## src/rtl/adc_ctrl_pkg.sv

```systemverilog
`default_nettype none

package adc_ctrl_pkg;

    // Register indices; the byte address on the bus is four times the index
    localparam logic [7:0] IDX_RESULT_LOW = 8'h24;
    localparam logic [7:0] IDX_RESULT_HIGH = 8'h25;
    localparam logic [7:0] IDX_CONTROL = 8'h26;
    localparam logic [7:0] IDX_CLOCK_SETTING = 8'h27;
    localparam logic [7:0] IDX_IRQ_STATUS = 8'h28;
    localparam logic [7:0] IDX_IRQ_MASK = 8'h29;

    // Control register fields
    localparam int CTRL_START_BIT = 7;
    localparam int CTRL_PENDING_BIT = 6;
    localparam int CTRL_CFG_LSB = 3;
    localparam int CTRL_CHAN_LSB = 0;

    // Clock setting register fields
    localparam int CLKSET_TEST_BIT = 7;
    localparam int CLKSET_DIV_LSB = 0;

    // Result layout: high byte holds bits 9..2, low byte bits 1..0 at 7..6
    localparam int RESULT_LOW_LSB = 6;
    localparam int RESULT_WIDTH = 10;

    // Interrupt status and mask layout
    localparam int IRQ_DONE_BIT = 0;

    // Reset values
    localparam logic [7:0] CONTROL_RESET = 8'h00;
    localparam logic [7:0] CLKSET_RESET = 8'h00;
    localparam logic [9:0] RESULT_RESET = 10'h000;

    // Conversion clock divider codes and terminal counts (divide minus one)
    localparam logic [1:0] DIV_CODE_2 = 2'h0;
    localparam logic [1:0] DIV_CODE_8 = 2'h1;
    localparam logic [1:0] DIV_CODE_32 = 2'h2;
    localparam logic [4:0] DIV_LAST_2 = 5'h01;
    localparam logic [4:0] DIV_LAST_8 = 5'h07;
    localparam logic [4:0] DIV_LAST_32 = 5'h1F;

    // Conversion clocks spent sampling, and per result bit while settling
    localparam logic [2:0] SAMPLE_TICKS_LAST = 3'h3;
    localparam logic [2:0] STEP_TICKS_LAST = 3'h3;
    localparam logic [3:0] TOP_BIT = 4'h9;

    typedef enum logic [3:0] {
        ST_IDLE = 4'h1,
        ST_HOLD = 4'h2,
        ST_SAMPLE = 4'h4,
        ST_CONVERT = 4'h8
    } conv_state_type;

endpackage

`default_nettype wire

```

## src/rtl/adc_conversion_control.sv

```systemverilog
// The Wishbone register port was decided locally.
`timescale 1ns/1ps
`default_nettype none

module adc_conversion_control (
    input wire logic clk_i,
    input wire logic rst_i,
    input wire logic wb_cyc_i,
    input wire logic wb_stb_i,
    input wire logic wb_we_i,
    input wire logic [7:0] wb_adr_i,
    input wire logic [3:0] wb_sel_i,
    input wire logic [31:0] wb_dat_i,
    output logic [31:0] wb_dat_o,
    output logic wb_ack_o,
    input wire logic cmp_above_i,
    output logic [9:0] dac_code_o,
    output logic [2:0] channel_sel_o,
    output logic [7:0] port_analog_o,
    output logic adc_power_o,
    output logic sampling_o,
    output logic irq_o
);

    ////////////////////////////////////////////////////////////////////////////
    // Decoding helpers

    // Number of analog lines grows with the configuration code; 7 takes all 8
    // Lines are taken from line zero upward, so the low channels are the
    // first to lose their digital function
    function automatic logic [7:0] analog_lines(input logic [2:0] cfg);
        logic [7:0] mask;
        mask = 8'h00;
        case (cfg)
            3'h0: mask = 8'h00;
            3'h1: mask = 8'h01;
            3'h2: mask = 8'h03;
            3'h3: mask = 8'h07;
            3'h4: mask = 8'h0F;
            3'h5: mask = 8'h1F;
            3'h6: mask = 8'h3F;
            default: mask = 8'hFF;
        endcase
        return mask;
    endfunction

    // Terminal count of the conversion clock divider
    // The undefined code gets the slowest clock rather than none, so a stray
    // setting still finishes a conversion
    function automatic logic [4:0] div_last(input logic [1:0] code);
        logic [4:0] last;
        last = adc_ctrl_pkg::DIV_LAST_32;
        case (code)
            adc_ctrl_pkg::DIV_CODE_2: last = adc_ctrl_pkg::DIV_LAST_2;
            adc_ctrl_pkg::DIV_CODE_8: last = adc_ctrl_pkg::DIV_LAST_8;
            adc_ctrl_pkg::DIV_CODE_32: last = adc_ctrl_pkg::DIV_LAST_32;
            default: last = adc_ctrl_pkg::DIV_LAST_32; // Undefined code runs slowest
        endcase
        return last;
    endfunction

    // Register index from a word-aligned byte address
    function automatic logic [7:0] reg_index(input logic [7:0] adr);
        return {2'h0, adr[7:2]};
    endfunction

    ////////////////////////////////////////////////////////////////////////////
    // State

    typedef struct packed {
        // Sequencer phase, start bit history and the pending flag
        adc_ctrl_pkg::conv_state_type state;
        logic start;
        logic pending;
        // Software fields of the control and clock setting registers
        logic [2:0] port_cfg;
        logic [2:0] chan;
        logic [1:0] div_code;
        logic test; // Stored and read back only; it drives nothing
        // Last finished result, held until the next completion
        logic [9:0] result;
        // Working code under trial and the bit being decided
        logic [9:0] sar;
        logic [3:0] bit_idx;
        // Conversion clock prescaler and ticks spent in the current phase
        logic [4:0] div_cnt;
        logic [2:0] tick_cnt;
        // Comparator synchroniser and its accepted level
        logic [2:0] cmp_sync;
        logic cmp_val;
        // Completion interrupt: sticky status and its mask
        logic irq_sts;
        logic irq_mask;
        // Bus answer and its registered read data
        logic ack;
        logic [7:0] rdata;
        // Registered copies of the pin-side outputs
        logic irq;
        logic power;
        logic [7:0] analog;
        logic sampling;
    } state_type;

    state_type s_r;
    state_type s_nxt;

    logic bus_req;
    logic wr_en;
    logic [7:0] idx;
    logic tick;
    logic conv_done;

    // A request is taken only while ack is low, so a master that keeps its
    // strobe up through the answer cycle is not served twice; writes need
    // byte lane zero, the only lane that carries register bits
    assign bus_req = wb_cyc_i & wb_stb_i & ~s_r.ack;
    assign wr_en = bus_req & wb_we_i & wb_sel_i[0];
    assign idx = reg_index(wb_adr_i);

    // Conversion clock tick; comparing at-or-above lets a smaller divider
    // chosen mid-count take effect at once instead of after a counter wrap
    assign tick = (s_r.div_cnt >= div_last(s_r.div_code));

    // Last bit decision of a conversion; the status clear below needs it so
    // that a completion and a clear in the same cycle leave the bit set
    assign conv_done = (s_r.state == adc_ctrl_pkg::ST_CONVERT) && tick
        && (s_r.tick_cnt == adc_ctrl_pkg::STEP_TICKS_LAST) && (s_r.bit_idx == 4'h0);

    ////////////////////////////////////////////////////////////////////////////
    // Next-state logic

    always_comb begin
        s_nxt = s_r;

        // Comparator crosses in from the analog side: three stages, agree to accept
        // The first stage may go metastable and is read only by the second;
        // a level that flips between stages keeps the previous decision
        s_nxt.cmp_sync = {s_r.cmp_sync[1:0], cmp_above_i};
        if (s_r.cmp_sync[1] == s_r.cmp_sync[2]) begin
            s_nxt.cmp_val = s_r.cmp_sync[2];
        end

        // Conversion clock prescaler, free running between conversions
        // A launch restarts it, so every conversion has the same length
        if (tick) begin
            s_nxt.div_cnt = 5'h00;
        end else begin
            s_nxt.div_cnt = s_r.div_cnt + 5'h01;
        end

        // Converter sequencer: held in reset while start is high, then a fixed
        // sampling phase, then one trial per result bit from the top down; the
        // trial code goes straight out so the comparator sees it next cycle
        case (s_r.state)
            adc_ctrl_pkg::ST_IDLE: begin
                s_nxt.sampling = 1'b0;
            end
            adc_ctrl_pkg::ST_HOLD: begin
                // Held in reset while the start bit stays high
                s_nxt.sampling = 1'b0;
                s_nxt.sar = 10'h000;
            end
            adc_ctrl_pkg::ST_SAMPLE: begin
                s_nxt.sampling = 1'b1;
                if (tick) begin
                    s_nxt.tick_cnt = s_r.tick_cnt + 3'h1;
                    if (s_r.tick_cnt == adc_ctrl_pkg::SAMPLE_TICKS_LAST) begin
                        s_nxt.tick_cnt = 3'h0;
                        s_nxt.sampling = 1'b0;
                        s_nxt.bit_idx = adc_ctrl_pkg::TOP_BIT;
                        s_nxt.sar = 10'h200; // Trial the top bit first
                        s_nxt.state = adc_ctrl_pkg::ST_CONVERT;
                    end
                end
            end
            adc_ctrl_pkg::ST_CONVERT: begin
                // Several conversion clocks per bit so the synchroniser can settle
                if (tick) begin
                    s_nxt.tick_cnt = s_r.tick_cnt + 3'h1;
                    if (s_r.tick_cnt == adc_ctrl_pkg::STEP_TICKS_LAST) begin
                        s_nxt.tick_cnt = 3'h0;
                        if (!s_r.cmp_val) begin
                            s_nxt.sar[s_r.bit_idx] = 1'b0;
                        end
                        if (s_r.bit_idx == 4'h0) begin
                            // Result lands on the same edge the flag drops
                            s_nxt.result = s_nxt.sar;
                            s_nxt.pending = 1'b0;
                            s_nxt.irq_sts = 1'b1;
                            s_nxt.state = adc_ctrl_pkg::ST_IDLE;
                        end else begin
                            s_nxt.bit_idx = s_r.bit_idx - 4'h1;
                            s_nxt.sar[s_r.bit_idx - 4'h1] = 1'b1;
                        end
                    end
                end
            end
            default: begin
                s_nxt.state = adc_ctrl_pkg::ST_IDLE;
            end
        endcase

        // Register writes; the result bytes ignore writes entirely
        if (wr_en) begin
            case (idx)
                adc_ctrl_pkg::IDX_CONTROL: begin
                    s_nxt.chan = wb_dat_i[adc_ctrl_pkg::CTRL_CHAN_LSB +: 3];
                    s_nxt.port_cfg = wb_dat_i[adc_ctrl_pkg::CTRL_CFG_LSB +: 3];
                    s_nxt.start = wb_dat_i[adc_ctrl_pkg::CTRL_START_BIT];
                    if (!s_r.start && wb_dat_i[adc_ctrl_pkg::CTRL_START_BIT]) begin
                        // Rising edge aborts any conversion and arms the flag
                        s_nxt.pending = 1'b1;
                        s_nxt.state = adc_ctrl_pkg::ST_HOLD;
                        s_nxt.sampling = 1'b0;
                        s_nxt.tick_cnt = 3'h0;
                    end else if (s_r.start && !wb_dat_i[adc_ctrl_pkg::CTRL_START_BIT]) begin
                        // Falling edge completes the pulse and launches
                        s_nxt.state = adc_ctrl_pkg::ST_SAMPLE;
                        s_nxt.tick_cnt = 3'h0;
                        s_nxt.div_cnt = 5'h00;
                        s_nxt.sar = 10'h000;
                    end
                end
                adc_ctrl_pkg::IDX_CLOCK_SETTING: begin
                    s_nxt.div_code = wb_dat_i[adc_ctrl_pkg::CLKSET_DIV_LSB +: 2];
                    s_nxt.test = wb_dat_i[adc_ctrl_pkg::CLKSET_TEST_BIT];
                end
                adc_ctrl_pkg::IDX_IRQ_STATUS: begin
                    // Write one to clear, but a completion on this edge wins
                    if (wb_dat_i[adc_ctrl_pkg::IRQ_DONE_BIT] && !conv_done) begin
                        s_nxt.irq_sts = 1'b0;
                    end
                end
                adc_ctrl_pkg::IDX_IRQ_MASK: begin
                    s_nxt.irq_mask = wb_dat_i[adc_ctrl_pkg::IRQ_DONE_BIT];
                end
                default: begin
                    s_nxt.irq_mask = s_r.irq_mask; // Unmapped and read-only: no effect
                end
            endcase
        end

        // Read data captured on the edge that raises ack
        // Data is registered with ack, so it stands exactly in the answer cycle;
        // unmapped indices read zero
        s_nxt.ack = bus_req;
        if (bus_req) begin
            case (idx)
                adc_ctrl_pkg::IDX_RESULT_LOW: begin
                    s_nxt.rdata = {s_r.result[1:0], 6'h00};
                end
                adc_ctrl_pkg::IDX_RESULT_HIGH: begin
                    s_nxt.rdata = s_r.result[9:2];
                end
                adc_ctrl_pkg::IDX_CONTROL: begin
                    s_nxt.rdata = {s_r.start, s_r.pending, s_r.port_cfg, s_r.chan};
                end
                adc_ctrl_pkg::IDX_CLOCK_SETTING: begin
                    s_nxt.rdata = {s_r.test, 5'h00, s_r.div_code};
                end
                adc_ctrl_pkg::IDX_IRQ_STATUS: begin
                    s_nxt.rdata = {7'h00, s_r.irq_sts};
                end
                adc_ctrl_pkg::IDX_IRQ_MASK: begin
                    s_nxt.rdata = {7'h00, s_r.irq_mask};
                end
                default: begin
                    s_nxt.rdata = 8'h00;
                end
            endcase
        end

        // Pin-side controls follow the next register values, so outputs track writes
        // Taking them from the next value costs a little logic but puts the pin
        // change on the same edge as the bus answer
        s_nxt.analog = analog_lines(s_nxt.port_cfg);
        s_nxt.power = (s_nxt.port_cfg != 3'h0);
        s_nxt.irq = s_nxt.irq_sts & s_nxt.irq_mask;
    end

    ////////////////////////////////////////////////////////////////////////////
    // State register
    // Every field is listed under reset, with constants only, so the record
    // leaves reset fully known

    always_ff @(posedge clk_i) begin
        if (rst_i) begin
            s_r.state <= adc_ctrl_pkg::ST_IDLE;
            s_r.start <= adc_ctrl_pkg::CONTROL_RESET[adc_ctrl_pkg::CTRL_START_BIT];
            s_r.pending <= adc_ctrl_pkg::CONTROL_RESET[adc_ctrl_pkg::CTRL_PENDING_BIT];
            s_r.port_cfg <= adc_ctrl_pkg::CONTROL_RESET[adc_ctrl_pkg::CTRL_CFG_LSB +: 3];
            s_r.chan <= adc_ctrl_pkg::CONTROL_RESET[adc_ctrl_pkg::CTRL_CHAN_LSB +: 3];
            s_r.div_code <= adc_ctrl_pkg::CLKSET_RESET[adc_ctrl_pkg::CLKSET_DIV_LSB +: 2];
            s_r.test <= adc_ctrl_pkg::CLKSET_RESET[adc_ctrl_pkg::CLKSET_TEST_BIT];
            s_r.result <= adc_ctrl_pkg::RESULT_RESET;
            s_r.sar <= 10'h000;
            s_r.bit_idx <= 4'h0;
            s_r.div_cnt <= 5'h00;
            s_r.tick_cnt <= 3'h0;
            s_r.cmp_sync <= 3'h0;
            s_r.cmp_val <= 1'b0;
            s_r.irq_sts <= 1'b0;
            s_r.irq_mask <= 1'b0;
            s_r.ack <= 1'b0;
            s_r.rdata <= 8'h00;
            s_r.irq <= 1'b0;
            s_r.power <= 1'b0;
            s_r.analog <= 8'h00;
            s_r.sampling <= 1'b0;
        end else begin
            s_r <= s_nxt;
        end
    end

    ////////////////////////////////////////////////////////////////////////////
    // Outputs, each straight from the state register
    // The upper read-data bytes are constant zero; the registers are one byte wide

    assign wb_dat_o = {24'h000000, s_r.rdata};
    assign wb_ack_o = s_r.ack;
    assign dac_code_o = s_r.sar;
    assign channel_sel_o = s_r.chan;
    assign port_analog_o = s_r.analog;
    assign adc_power_o = s_r.power;
    assign sampling_o = s_r.sampling;
    assign irq_o = s_r.irq;

endmodule

`default_nettype wire

```

## config.mk

```make
export PLATFORM = sky130hd
export DESIGN_NAME = adc_conversion_control
export DESIGN_NICKNAME = d
export VERILOG_FILES = /design/src/rtl/adc_ctrl_pkg.sv /design/src/rtl/adc_conversion_control.sv
export SDC_FILE = /design/constraint.sdc
export NUM_CORES = 1
export LEC_CHECK = 0
export ABC_AREA = 1
export BUFFER_PORTS_ARGS = -buffer_cell sky130_fd_sc_hd__buf_2
export CORE_MARGIN = 5
export CORE_UTILIZATION = 40
export CTS_CLUSTER_DIAMETER = 80
export CTS_CLUSTER_SIZE = 40
export DETAILED_ROUTE_END_ITERATION = 6
export GPL_TIMING_DRIVEN = 1
export SLEW_MARGIN = 20
export SYNTH_ARGS = -nofsm -noshare
export SYNTH_HDL_FRONTEND = slang
export SYNTH_SLANG_ARGS = --single-unit
```

## constraint.sdc

```tcl
create_clock -name clk_i -period 2.2 [get_ports clk_i]
set_input_delay 0.11 -clock clk_i [delete_from_list [all_inputs] [get_ports clk_i]]
set_output_delay 0.11 -clock clk_i [all_outputs]
set_load 0.005 [all_outputs]
```

; ---- Word-level counts from Yosys, hierarchy flattened
; Index checks and enable logic that the tools add are counted.
[totals]
wordCells = 146
regBits = 73
[op_classes]
n_reduce_logical = 22
eq_ne = 24
bitwise_logic = 9
n_lt_le_gt_ge = 5
n_mux = 61
addsub = 3
[ops]
columns = operator, count
row1 = two-way mux 10 bit, 8
row2 = two-way mux 14 bit, 5
row3 = case mux 8 bit (7 select lines), 1
row4 = case mux 8 bit (6 select lines), 1
row5 = "equality test 6 bit, second input constant", 6
row6 = case mux 10 bit (3 select lines), 1
row7 = two-way mux 4 bit, 7
row8 = two-way mux 8 bit, 3
row9 = two-way mux 1 bit, 19
row10 = two-way mux 15 bit, 1
row11 = two-way mux 3 bit, 5
row12 = two-way mux 12 bit, 1
row13 = case mux 4 bit (3 select lines), 1
row14 = AND 10 bit, 1
row15 = "less-than comparator 4 x 5 -> 1 bit, second input constant", 2
row16 = two-way mux 5 bit, 2
row17 = NOT 10 bit, 1
row18 = bitwise OR 10 bit, 1
row19 = case mux 5 bit (2 select lines), 1
row20 = "equality test 3 x 2 -> 1 bit, second input constant", 3
row21 = "equality test 3 bit, second input constant", 3
row22 = demux 1 bit (select 4 bit), 2
row23 = ">= comparator 4 x 1 -> 1 bit, second input constant", 2
row24 = logical AND 1 bit, 8
row25 = 28 further kinds, 39

; ---- Longest topological paths before layout
; Gate-level depths: netlist of the first run.
[depth]
depth_word = 19
depth_mapped = 13
ltp_nobuf = 12

; ---- Worst setup path before layout of the first run
; No wires, ideal clock.
[synth_path]
path_kind = reg-to-reg
startpoint = register s_r[60] in the netlist's numbering
endpoint = register s_r[51] in the netlist's numbering
stages_incl_launch_ff = 13
path_slack_ns = 0.529
t_arrival_ns = 1.558
synth_period_minus_slack_ns = 1.671
path_cell_list = dfxtp_1 inv_1 ha_1 nand2_1 nor2_1 nand2_1 nand2_2 nand2_4 nor2_8 inv_4 buf_8 o21ai_1 nor2_1
[synth_between]
elab_chain_len = 4
elab_cells_between_ends = 5
[synth_lines]
columns = item, line
row1 = from (decl), adc_conversion_control.sv:104  ; state_type s_r;
row2 = from (signal assigned), adc_conversion_control.sv:311  ; s_r <= s_nxt;
row3 = equality test 2 x 1 -> 1 bit or logical NOT 2 bit (tied branches), adc_conversion_control.sv:53  ; case (code)
row4 = case mux 5 bit (2 select lines) *, adc_conversion_control.sv:53
row5 = >= comparator 5 bit *, adc_conversion_control.sv:122  ; assign tick = (s_r.div_cnt >= div_last(s_r.div_code));
row6 = AND reduction 4 bit (no source line) *, --
; Mark *: on every way between the ends. The rest lies on a longest branch, timed or not.
; A chain may end at the register's enable or synchronous reset.

; ---- Final worst setup path of the first run
[layout_path]
startpoint = register s_r[60] in the netlist's numbering
endpoint = register s_r (netlist bit dac_code_o[3])
[layout_between]
elab_chain_len = 9
elab_cells_between_ends = 11
[layout_lines]
columns = item, line
row1 = equality test 2 x 1 -> 1 bit or logical NOT 2 bit (tied branches), adc_conversion_control.sv:53
row2 = case mux 5 bit (2 select lines) *, adc_conversion_control.sv:53
row3 = >= comparator 5 bit *, adc_conversion_control.sv:122
row4 = "two-way mux 14 bit, on equally long branches", "adc_conversion_control.sv:178, adc_conversion_control.sv:165"
row5 = case mux 10 bit (3 select lines) *, adc_conversion_control.sv:154  ; case (s_r.state)
row6 = two-way mux 10 bit, adc_conversion_control.sv:216  ; end else if (s_r.start && !wb_dat_i[adc_ctrl_pkg::CTRL_START_BIT]) begin
row7 = two-way mux 10 bit, adc_conversion_control.sv:210  ; if (!s_r.start && wb_dat_i[adc_ctrl_pkg::CTRL_START_BIT]) begin
row8 = two-way mux 10 bit, adc_conversion_control.sv:205  ; case (idx)
row9 = two-way mux 10 bit *, adc_conversion_control.sv:204  ; if (wr_en) begin
; Mark *: on every way between the ends. The rest lies on a longest branch, timed or not. The select of a mux whose other input is x is not followed.

==> run metrics, run 1 <==
worst reg2reg path depth 11; gpl congestion 0.906; Worst Path Max Fanout 16; post-synth top area share 36.1%; port bufs 52; clock slew seen by the registers of the worst setup and hold paths 0.08 ns; Post-Syn Area per Cell 7.00 um^2; critical path capture point type register; leakage power 1.98 nW; xor and xnor area share after synthesis 0.445%; vias in the first global route 3,019; Startpoint Class register; critical path type register to register; synth-to-layout area growth 8.86%; crit path DAT 2.22 ns; sequential power share 46.6%; slowest CP cell dfxtp_1; most used cell, CP nand2_1; H-Tree Depth 3; number of library cell types mapped by synthesis 38; RSZ-0062 raised after global routing no; ys flop type dfxtp_1; Final #Nets 646; Synth Area in Compound Gates 12.0%; R2R Path Start s_r[60]; Gate Count Post-Synth 563; switching portion of total power 24.6%; timing startpoint of the critical path s_r[60]; Final setup viols 0; number of fill cells 1,008; Skew-Pair Late Insertion Delay 0.34 ns; RR Endpoint dac_code_o[3]; First-pass DRT Iterations 4; routed via count 3,275; worst path cell trace inv_1, ha_1, nand2_1, nor2_1, nor2_1, nand2_2, nand2_8, nand2_1, nand2_4, nand2_1, a21oi_1; Sink Count 71; Yosys reg bits 71; Core Region 9680 um^2; Least-Margin Pin Slew 0.824 ns; Post-Synth Adder-Cell Area 1.91%; Root Driver clkbuf_8; Slew Viols, Final 0; PwrDens 664 nW/um^2; Max-Cap Viols 0; r2r setup slk 0.25 ns; gr ovfl total 0; Mapped Area 3940 um^2; top cells by area, synth dfxtp_1, nand2_1, buf_4; Achievable Freq 514 MHz; final period utilization 88.5%; DRT antenna net count 0; crit path time final 1.95 ns; Internal Power 0.00214 W; count leader, synth nand2_1; Switching Power 0.000701 W; Peak VDD IR 0.000349 V; vias per cell 4.50; antenna violations before repair 0; Diodes inserted 0; clock buffer depth 2; sequential-to-total area share from yosys stat 36.1%; clock power share 44.5%; chip height 109 um; Slew HR 45.0%; cell area after layout 4290 um^2; CTS tree done; placed standard-cell area 4020 um^2; YS warnings 0; drt drc 0; ys async rst share 0%; initial DRC count 172; Post-synth EDFFs 0; site row count 36; worst hold path type input pin to register; final worst clock skew 0.00548 ns; dpl hpwl 6.35 mm; first-pass GRT wire length 14.1 mm; initial core utilization 40.7%; largest family of logic cells by synthesized area simple AND/OR/NAND/NOR gates; Total GRT Usage 14.8%; CP endpoint dac_code_o[3]; multiplexer area fraction after synthesis 0%; CTS buffer count 9; Post-Synth Simple-Gate Area 30.5%; final setup TNS 0 ns; logic gate share of total power 8.9%; DR WL/cell 11.5 um; die footprint 11,900 um^2; IO Pins 107; largest net degree at the start of global routing 27; cell taking the most area after synthesis dfxtp_1; Commonest cells post-synth nand2_1, dfxtp_1, inv_1; slowest stage delay, CP 0.37 ns; Crit path required time 2.47 ns; share of layout cells above drive strength 1 18.0%; Fin. Hold Viols 0; status finished, final reports clean; final wirelength 8.39 mm; DIE WIDTH 109 um
routing by layer:
layer / track usage, % / part of all wire (%) / up-vias
met5: 0 / 0 / -
met4: 4.90 / 1.3 / 0
met3: 3.91 / 6.4 / 9
met2: 23.5 / 44 / 82
met1: 19.6 / 48 / 1423
li1: - / - / 1761
kinds of logic after synthesis:
logic type / Yosys count
XOR/XNOR: 2
AO/OA/AOI/OAI: 87
AND/OR/NAND/NOR: 257
flip-flops: 71
other: 1
buffers and inverters: 139
adder cells (fa/ha/maj): 6
critical path: cells and delay by family (launching register included):
| kind | cells | cell delay (ns) |
|---|---|---|
| AO/OA/AOI/OAI | 1 | 0.14 |
| buffers and inverters | 1 | 0.10 |
| adder cells (fa/ha/maj) | 1 | 0.29 |
| AND/OR/NAND/NOR | 8 | 0.96 |
| flip-flops | 1 | 0.37 |
flip-flops by register name (all words and copies together) (netlist names):
signal         flops
adc_power_o        1
channel_sel_o      3
dac_code_o        10
irq_o              1
port_analog_o      7
s_nxt              2
s_r               37
sampling_o         1
wb_ack_o           1
wb_dat_o           8
layout make-up:
class                           instances  area, um^2  area share (%)
Clock inverter                          7         120            2.80
Sequential cell                        71        1420            33.1
Inverter                               76         290            6.77
Tap cell                              133         166            3.88
Multi-Input combinational cell        376        1870            43.7
Clock buffer                            9         124            2.89
Timing Repair Buffer                   56         293            6.83
timing repair:
action / 4_1_cts / 5_1_grt
buffers inserted: 0 / 0
endpoints found under the hold margin: 1 / 0
hold buffers: 1 / 0
resized for setup: 0 / 3
endpoints found under the setup margin: 0 / 10
how the worst min path moves through the flow:
stage                             endpoint        start  cells after the start  slack (ns)
after detailed placement         s_nxt[24]  cmp_above_i                      3        0.33
after floorplan                  s_nxt[24]  cmp_above_i                      2        0.22
final                     channel_sel_o[2]  wb_dat_i[2]                      3        0.02
after CTS                 channel_sel_o[2]  wb_dat_i[2]                      3      0.0007
after global routing      channel_sel_o[1]  wb_dat_i[1]                      3        0.04
after global placement           s_nxt[24]  cmp_above_i                      3        0.32
power by group through the flow:
| stage | logic, W | registers, W | clock network [W] |
|---|---|---|---|
| after CTS | 0.000244 | 0.00133 | 0.00130 |
| after floorplan | 0.000211 | 0.00135 | 0 |
| after global placement | 0.000235 | 0.00136 | 0 |
| after detailed placement | 0.000241 | 0.00136 | 0 |
| after global routing | 0.000294 | 0.00133 | 0.00135 |
| final | 0.000254 | 0.00133 | 0.00127 |
placed cells by master (no fill, tap or decap), types with 4 or more instances in the layout:
master / instances
conb_1: 24
dfxtp_1: 71
nor2_4: 5
nand2_1: 119
o21ai_1: 5
o21ai_0: 20
ha_1: 6
nor2_2: 4
nand2_2: 6
nor3_1: 6
buf_2: 52
inv_1: 71
clkbuf_8: 9
nor2_1: 59
a21oi_1: 50
nand4_1: 4
nand3_1: 40
stage by stage:
step | hold WS (ns) | setup WS (ns) | utilization [%] | power (W) | instances
finish | 0.0177 | 0.254 | 44.3 | 0.00285 | 728
global route | 0.0366 | 0.00520 | 44.3 | 0.00298 | 728
CTS | 0.000695 | 0.135 | 44.1 | 0.00287 | 728
detailed placement | 0.325 | 0.167 | 41.5 | 0.00160 | 711
global placement | 0.316 | 0.227 | 41.5 | 0.00159 | 711
floorplan | 0.217 | 0.529 | - | 0.00156 | 586
Note: power is estimated with default switching activity, not from simulation.
==> inputs of run 2 (changes only) <==
- PLACE_DENSITY: unset -> 0.62
==> run 2 against run 1 <==
Net effect:
- flip-flop and latch count is the same
- clock power shrank 15%
- utilization shrank 0.21 points
- hold slack gained 0.0056 ns
- via count grew 1.8%
- power shrank 4.5%
- design area shrank 0.47%
- first-iteration DRC count shrank 1.7%
- critical path depth is the same
- worst setup slack lost 0.0030 ns
- die area is the same
==> run metrics, run 2 (same netlist as run 1, synthesis figures left out) <==
dpl hpwl 6.37 mm (+0.31%); drt drc 0 (unchanged); crit path time final 1.95 ns (+0.00304 ns); clock slew seen by the registers of the worst setup and hold paths 0.09 ns (about the same); largest net degree at the start of global routing 27 (unchanged); multi-input logic area 1870 um^2 (-0.27%); Hold WS 0.0232 ns (+0.00558 ns); clock buffer depth 2 (unchanged); port bufs 52 (unchanged); IO Pins 107 (unchanged); placed standard-cell area 4020 um^2 (unchanged); antenna violations before repair 0 (unchanged); first-pass GRT wire length 14.1 mm (about the same); Max-Cap Viols 0 (unchanged); Slew HR 45.0% (about the same); timing startpoint of the critical path s_r[60]; Achievable Freq 513 MHz (-0.16%); gpl congestion 0.932 (+2.8%); critical path type register to register; Largest Register s_r; site row count 36 (unchanged); Root Driver clkbuf_8; final period utilization 88.6% (+0.14 points); CTS tree done; most common cell after layout, fill and taps aside nand2_1; Fin. Hold Viols 0 (unchanged); initial DRC count 169 (-1.7%); Peak VDD IR 0.000290 V (-17%); Least-Margin Pin Slew 0.825 ns (+0.000673 ns); critical path capture point type register; Core Region 9680 um^2 (unchanged); Crit path required time 2.48 ns (about the same); PwrDens 637 nW/um^2 (-4.1%); Sink Count 71 (unchanged); Startpoint Class register; hold path startpoint wb_dat_i[1]; cell area after layout 4270 um^2 (-0.47%); gr ovfl total 0 (unchanged); R2R Path Start s_r[60]; worst hold path type input pin to register; initial core utilization 40.7% (unchanged); Total GRT Usage 14.8% (about the same); Final setup viols 0 (unchanged); First-pass DRT Iterations 4 (unchanged); share of layout cells above drive strength 1 18.2% (+0.24 points); final wirelength 8.47 mm (+0.99%); H-Tree Depth 3 (unchanged); Diodes inserted 0 (unchanged); final setup TNS 0 ns (unchanged); FF/Latch Area 1420 um^2 (unchanged); RSZ-0062 raised after global routing no; commonest cells after routing, fill and taps aside nand2_1, inv_1, dfxtp_1; synth-to-layout area growth 8.35%; Slew Viols, Final 0 (unchanged); vias per cell 4.56 (+1.4%); Worst Path Max Fanout 16 (unchanged); DRT antenna net count 0 (unchanged); vias in the first global route 3,083 (+2.1%); DR WL/cell 11.6 um (+0.58%); DIE WIDTH 109 um (unchanged); routed via count 3,333 (+1.8%); final worst clock skew 0.0110 ns (+0.00554 ns); Final #Nets 649 (+0.46%); crit path DAT 2.23 ns (about the same); chip height 109 um (unchanged); CTS buffer count 9 (unchanged); status finished, final reports clean; number of fill cells 1,024 (+1.6%); Skew-Pair Late Insertion Delay 0.36 ns (+0.02 ns); leakage power 1.97 nW (-0.50%); die footprint 11,900 um^2 (unchanged); max reg flops 37 (unchanged)
## run 2: cell types whose count changed in the layout (fill, tap and decap cells not counted), sizes merged
cell         before  now
bufinv            3    1
buf              55   57
inv              76   77
dlygate4sd3       1    2
clkinvlp          1    2
## run 2: path summary, 6_finish.rpt
| path | to | slack, ns | cells past startpoint |
|---|---|---|---|
| worst max-delay path | dac_code_o[3] | 0.25 | 11 |
| worst min-delay path | channel_sel_o[1] | 0.02 | 3 |
| worst max register to register | dac_code_o[3] | 0.25 | 11 |
| worst min register to register | s_nxt[25] | 0.42 | 2 |
## run 2: through the flow
stage,instances,util [%],worst slack (ns),power [W]
detailed placement,711,41.5,0.183,0.00160
CTS,729,43.8,0.152,0.00269
floorplan,586,-,0.529,0.00156
global placement,711,41.5,0.234,0.00159
global route,731,44.1,0.00521,0.00286
finish,731,44.1,0.251,0.00272
## run 2: cell type report
| type | count | share of cell area, % |
|---|---|---|
| Tap cell | 133 | 3.90 |
| Clock buffer | 9 | 2.90 |
| Inverter | 76 | 6.80 |
| Timing Repair Buffer | 59 | 7.45 |
| Clock inverter | 7 | 1.88 |
| Multi-Input combinational cell | 376 | 43.8 |
| Sequential cell | 71 | 33.3 |
## run 2: repair_timing
action	4_1_cts	5_1_grt
setup buffers	0	2
endpoints found under the setup margin	0	16
hold endpoints to repair	2	0
hold buffers	2	0
resized for setup	0	2
## run 2: worst max-delay path, stage by stage (launching register included)
cell and delay, ns:
dfxtp_1 0.37, inv_1 0.09, ha_1 0.29, nand2_1 0.09, nor2_1 0.04, nor2_1 0.15
nand2_2 0.16, nand2_8 0.17, nand2_1 0.11, nand2_2 0.19, nand2_1 0.07, a21oi_1 0.14
## run 2: power by group
group | internal (W) | switching (W) | total (W)
Combinational | 0.000119 | 0.000186 | 0.000305
Sequential | 0.00131 | 0.0000194 | 0.00133
Clock | 0.000535 | 0.000550 | 0.00108
Total | 0.00196 | 0.000755 | 0.00272
## run 2: layer usage
metal	GRT usage (%)	wire length, um	part of all wire [%]
met5	0	0	0
met4	6.23	158	1.9
met3	2.78	468	5.5
met2	23.7	3820	45
met1	19.6	4020	47
==> inputs of run 3 (changes only) <==
- clock period: 2.2 -> 2 ns (I/O delays scaled with it)
==> run 3 against run 2 <==
Net effect:
- hold slack lost 0.0032 ns
- design area grew 1.6%
- critical path depth is the same
- highest routed layer unchanged
- routed wire length grew 4.9%
- critical endpoint is now s_r[50]
- sequential power grew 9.8%
- register-to-register slack lost 0.04 ns
- utilization grew 0.70 points
- largest power group unchanged
- non-clock buffer count grew 1
==> run metrics, run 3 (same netlist as run 1, synthesis figures left out) <==
worst setup margin 0.211 ns (-0.0394 ns); clock buffer depth 2 (unchanged); Sink Count 71 (unchanged); vias in the first global route 3,146 (+2.0%); Worst Path Max Fanout 16 (unchanged); slowest stage delay, CP 0.36 ns (about the same); Slew Viols, Final 0 (unchanged); first-pass GRT wire length 14.3 mm (+1.5%); Peak VDD IR 0.000357 V (+23%); H-Tree Depth 3 (unchanged); critical path capture point type register; Final setup viols 0 (unchanged); final wirelength 8.88 mm (+4.9%); Post CTS Setup Buffer Count 0 (unchanged); Non-Filler Instances 733 (+0.27%); Slew HR 65.5% (+21 points); IO Pins 107 (unchanged); sequential power share 47.2% (-1.6 points); initial DRC count 157 (-7.1%); logic gate share of total power 10.1% (-1.1 points); Root Driver clkbuf_8; PwrDens 714 nW/um^2 (+12%); crit path buf inv count 2 (+1); crit path time final 1.79 ns (-0.161 ns); number of fill cells 1,020 (-0.39%); Crit path required time 2.25 ns (-0.23 ns); First-pass DRT Iterations 4 (unchanged); Skew-Pair Late Insertion Delay 0.35 ns (about the same); Switching Power 0.000803 W (+6.3%); chip height 109 um (unchanged); Internal Power 0.00229 W (+17%); most common cell after layout, fill and taps aside nand2_1; clock power share 42.7% (+2.8 points); Startpoint Class register; initial core utilization 40.7% (unchanged); Largest Register s_r; commonest cells after routing, fill and taps aside nand2_1, inv_1, dfxtp_1; DIE WIDTH 109 um (unchanged); dpl hpwl 6.60 mm (+3.6%); crit path DAT 2.04 ns (-0.19 ns); FF/Latch Area 1420 um^2 (about the same); DR WL/cell 12.1 um (+4.6%); Place WS 0.150 ns (-0.0331 ns); Core Region 9680 um^2 (unchanged); Crit path max-delay family simple AND/OR/NAND/NOR gates; critical path type register to register; Fin. Hold Viols 0 (unchanged); port bufs 52 (unchanged); max reg flops 37 (unchanged); Layout Utilization 44.8% (+0.70 points); Achievable Freq 559 MHz (+9.0%); DRT antenna net count 0 (unchanged); Diodes inserted 0 (unchanged); worst path cell trace inv_1, ha_1, nand2_1, nor2_1, nand2_1, nand2_2, nand2_8, nor2_8, inv_4, o21ai_0, nor2_1; synth-to-layout area growth 10.1%; gr ovfl total 0 (unchanged); final worst clock skew 0.00906 ns (-0.00195 ns); CTS tree done; leakage power 2.00 nW (+1.3%); routed via count 3,384 (+1.5%); largest net degree at the start of global routing 21 (-22%); slowest CP cell dfxtp_2; clock slew seen by the registers of the worst setup and hold paths 0.08 ns (about the same); switching portion of total power 25.9% (-1.8 points); placed instance count 714 (+0.42%); final period utilization 89.4% (+0.83 points); CTS buffer count 9 (unchanged); Max-Cap Viols 0 (unchanged); antenna violations before repair 0 (unchanged); Least-Margin Pin Slew 0.516 ns (-0.309 ns); Final #Nets 651 (+0.31%); drt drc 0 (unchanged); site row count 36 (unchanged); die footprint 11,900 um^2 (unchanged); vias per cell 4.62 (+1.3%); worst hold path type input pin to register; gpl congestion 0.917 (-1.6%); share of layout cells above drive strength 1 19.2% (+0.94 points); status finished, final reports clean; Hold WS 0.0201 ns (-0.00319 ns); Total GRT Usage 14.9% (+0.12 points); multi-input logic area 1900 um^2 (+1.5%)
run 3: cell count changes in the layout (fill, tap and decap cells not counted), sizes merged:
cell    delta
buf        +1
bufinv     +1
clkbuf     +1
clkinv     -1
inv        -1
nand2      +1
run 3: what timing repair did:
action,in CTS,in global routing
hold buffers,2,0
resized for setup,0,11
endpoints found under the hold margin,2,0
setup endpoints to repair,0,19
run 3: area by class of cell:
cell class	instances	share of cell area (%)
clock inverter	6	2.14
timing repair buffer	60	7.59
multi-input combinational	377	43.8
inverter	76	6.70
sequential	71	32.8
clock buffer	10	3.17
tap	133	3.84
run 3: power by group through the flow:
stage	Clock, W	Sequential [W]	Combinational [W]
finish	0.00132	0.00146	0.000314
CTS	0.00136	0.00146	0.000305
global placement	0	0.00149	0.000285
floorplan	0	0.00149	0.000232
global route	0.00143	0.00147	0.000362
detailed placement	0	0.00149	0.000300
run 3: per-stage QoR:
step / instance area, um^2 / total power, W / TNS, ns
2_1_floorplan: 4030 / 0.00172 / 0
3_3_place_gp: 4040 / 0.00178 / 0
3_5_place_dp: 4040 / 0.00179 / 0
4_1_cts: 4290 / 0.00313 / 0
5_1_grt: 4340 / 0.00326 / -0.00153
6_report: 4340 / 0.00310 / 0
run 3: worst paths after layout:
| check | start | endpoint | slack (ns) | depth (start not counted) |
|---|---|---|---|---|
| worst min-delay path | wb_dat_i[7] | s_r[58] | 0.02 | 3 |
| worst max register to register | s_r[60] | s_r[50] | 0.21 | 11 |
| worst min register to register | s_nxt[24] | s_nxt[25] | 0.42 | 2 |
| worst max-delay path | s_r[60] | s_r[50] | 0.21 | 11 |
run 3: tightest hold or removal path: stages:
cell     delay [ns]
buf_2          0.11
inv_1          0.06
a21oi_1        0.06
run 3: metal layers:
| layer | wire length [um] | up-vias | track usage [%] |
|---|---|---|---|
| met5 | 0 | - | 0 |
| met4 | 195 | 0 | 7.48 |
| met3 | 507 | 17 | 2.61 |
| met2 | 4120 | 83 | 23.6 |
| met1 | 4070 | 1513 | 19.5 |
| li1 | - | 1771 | - |
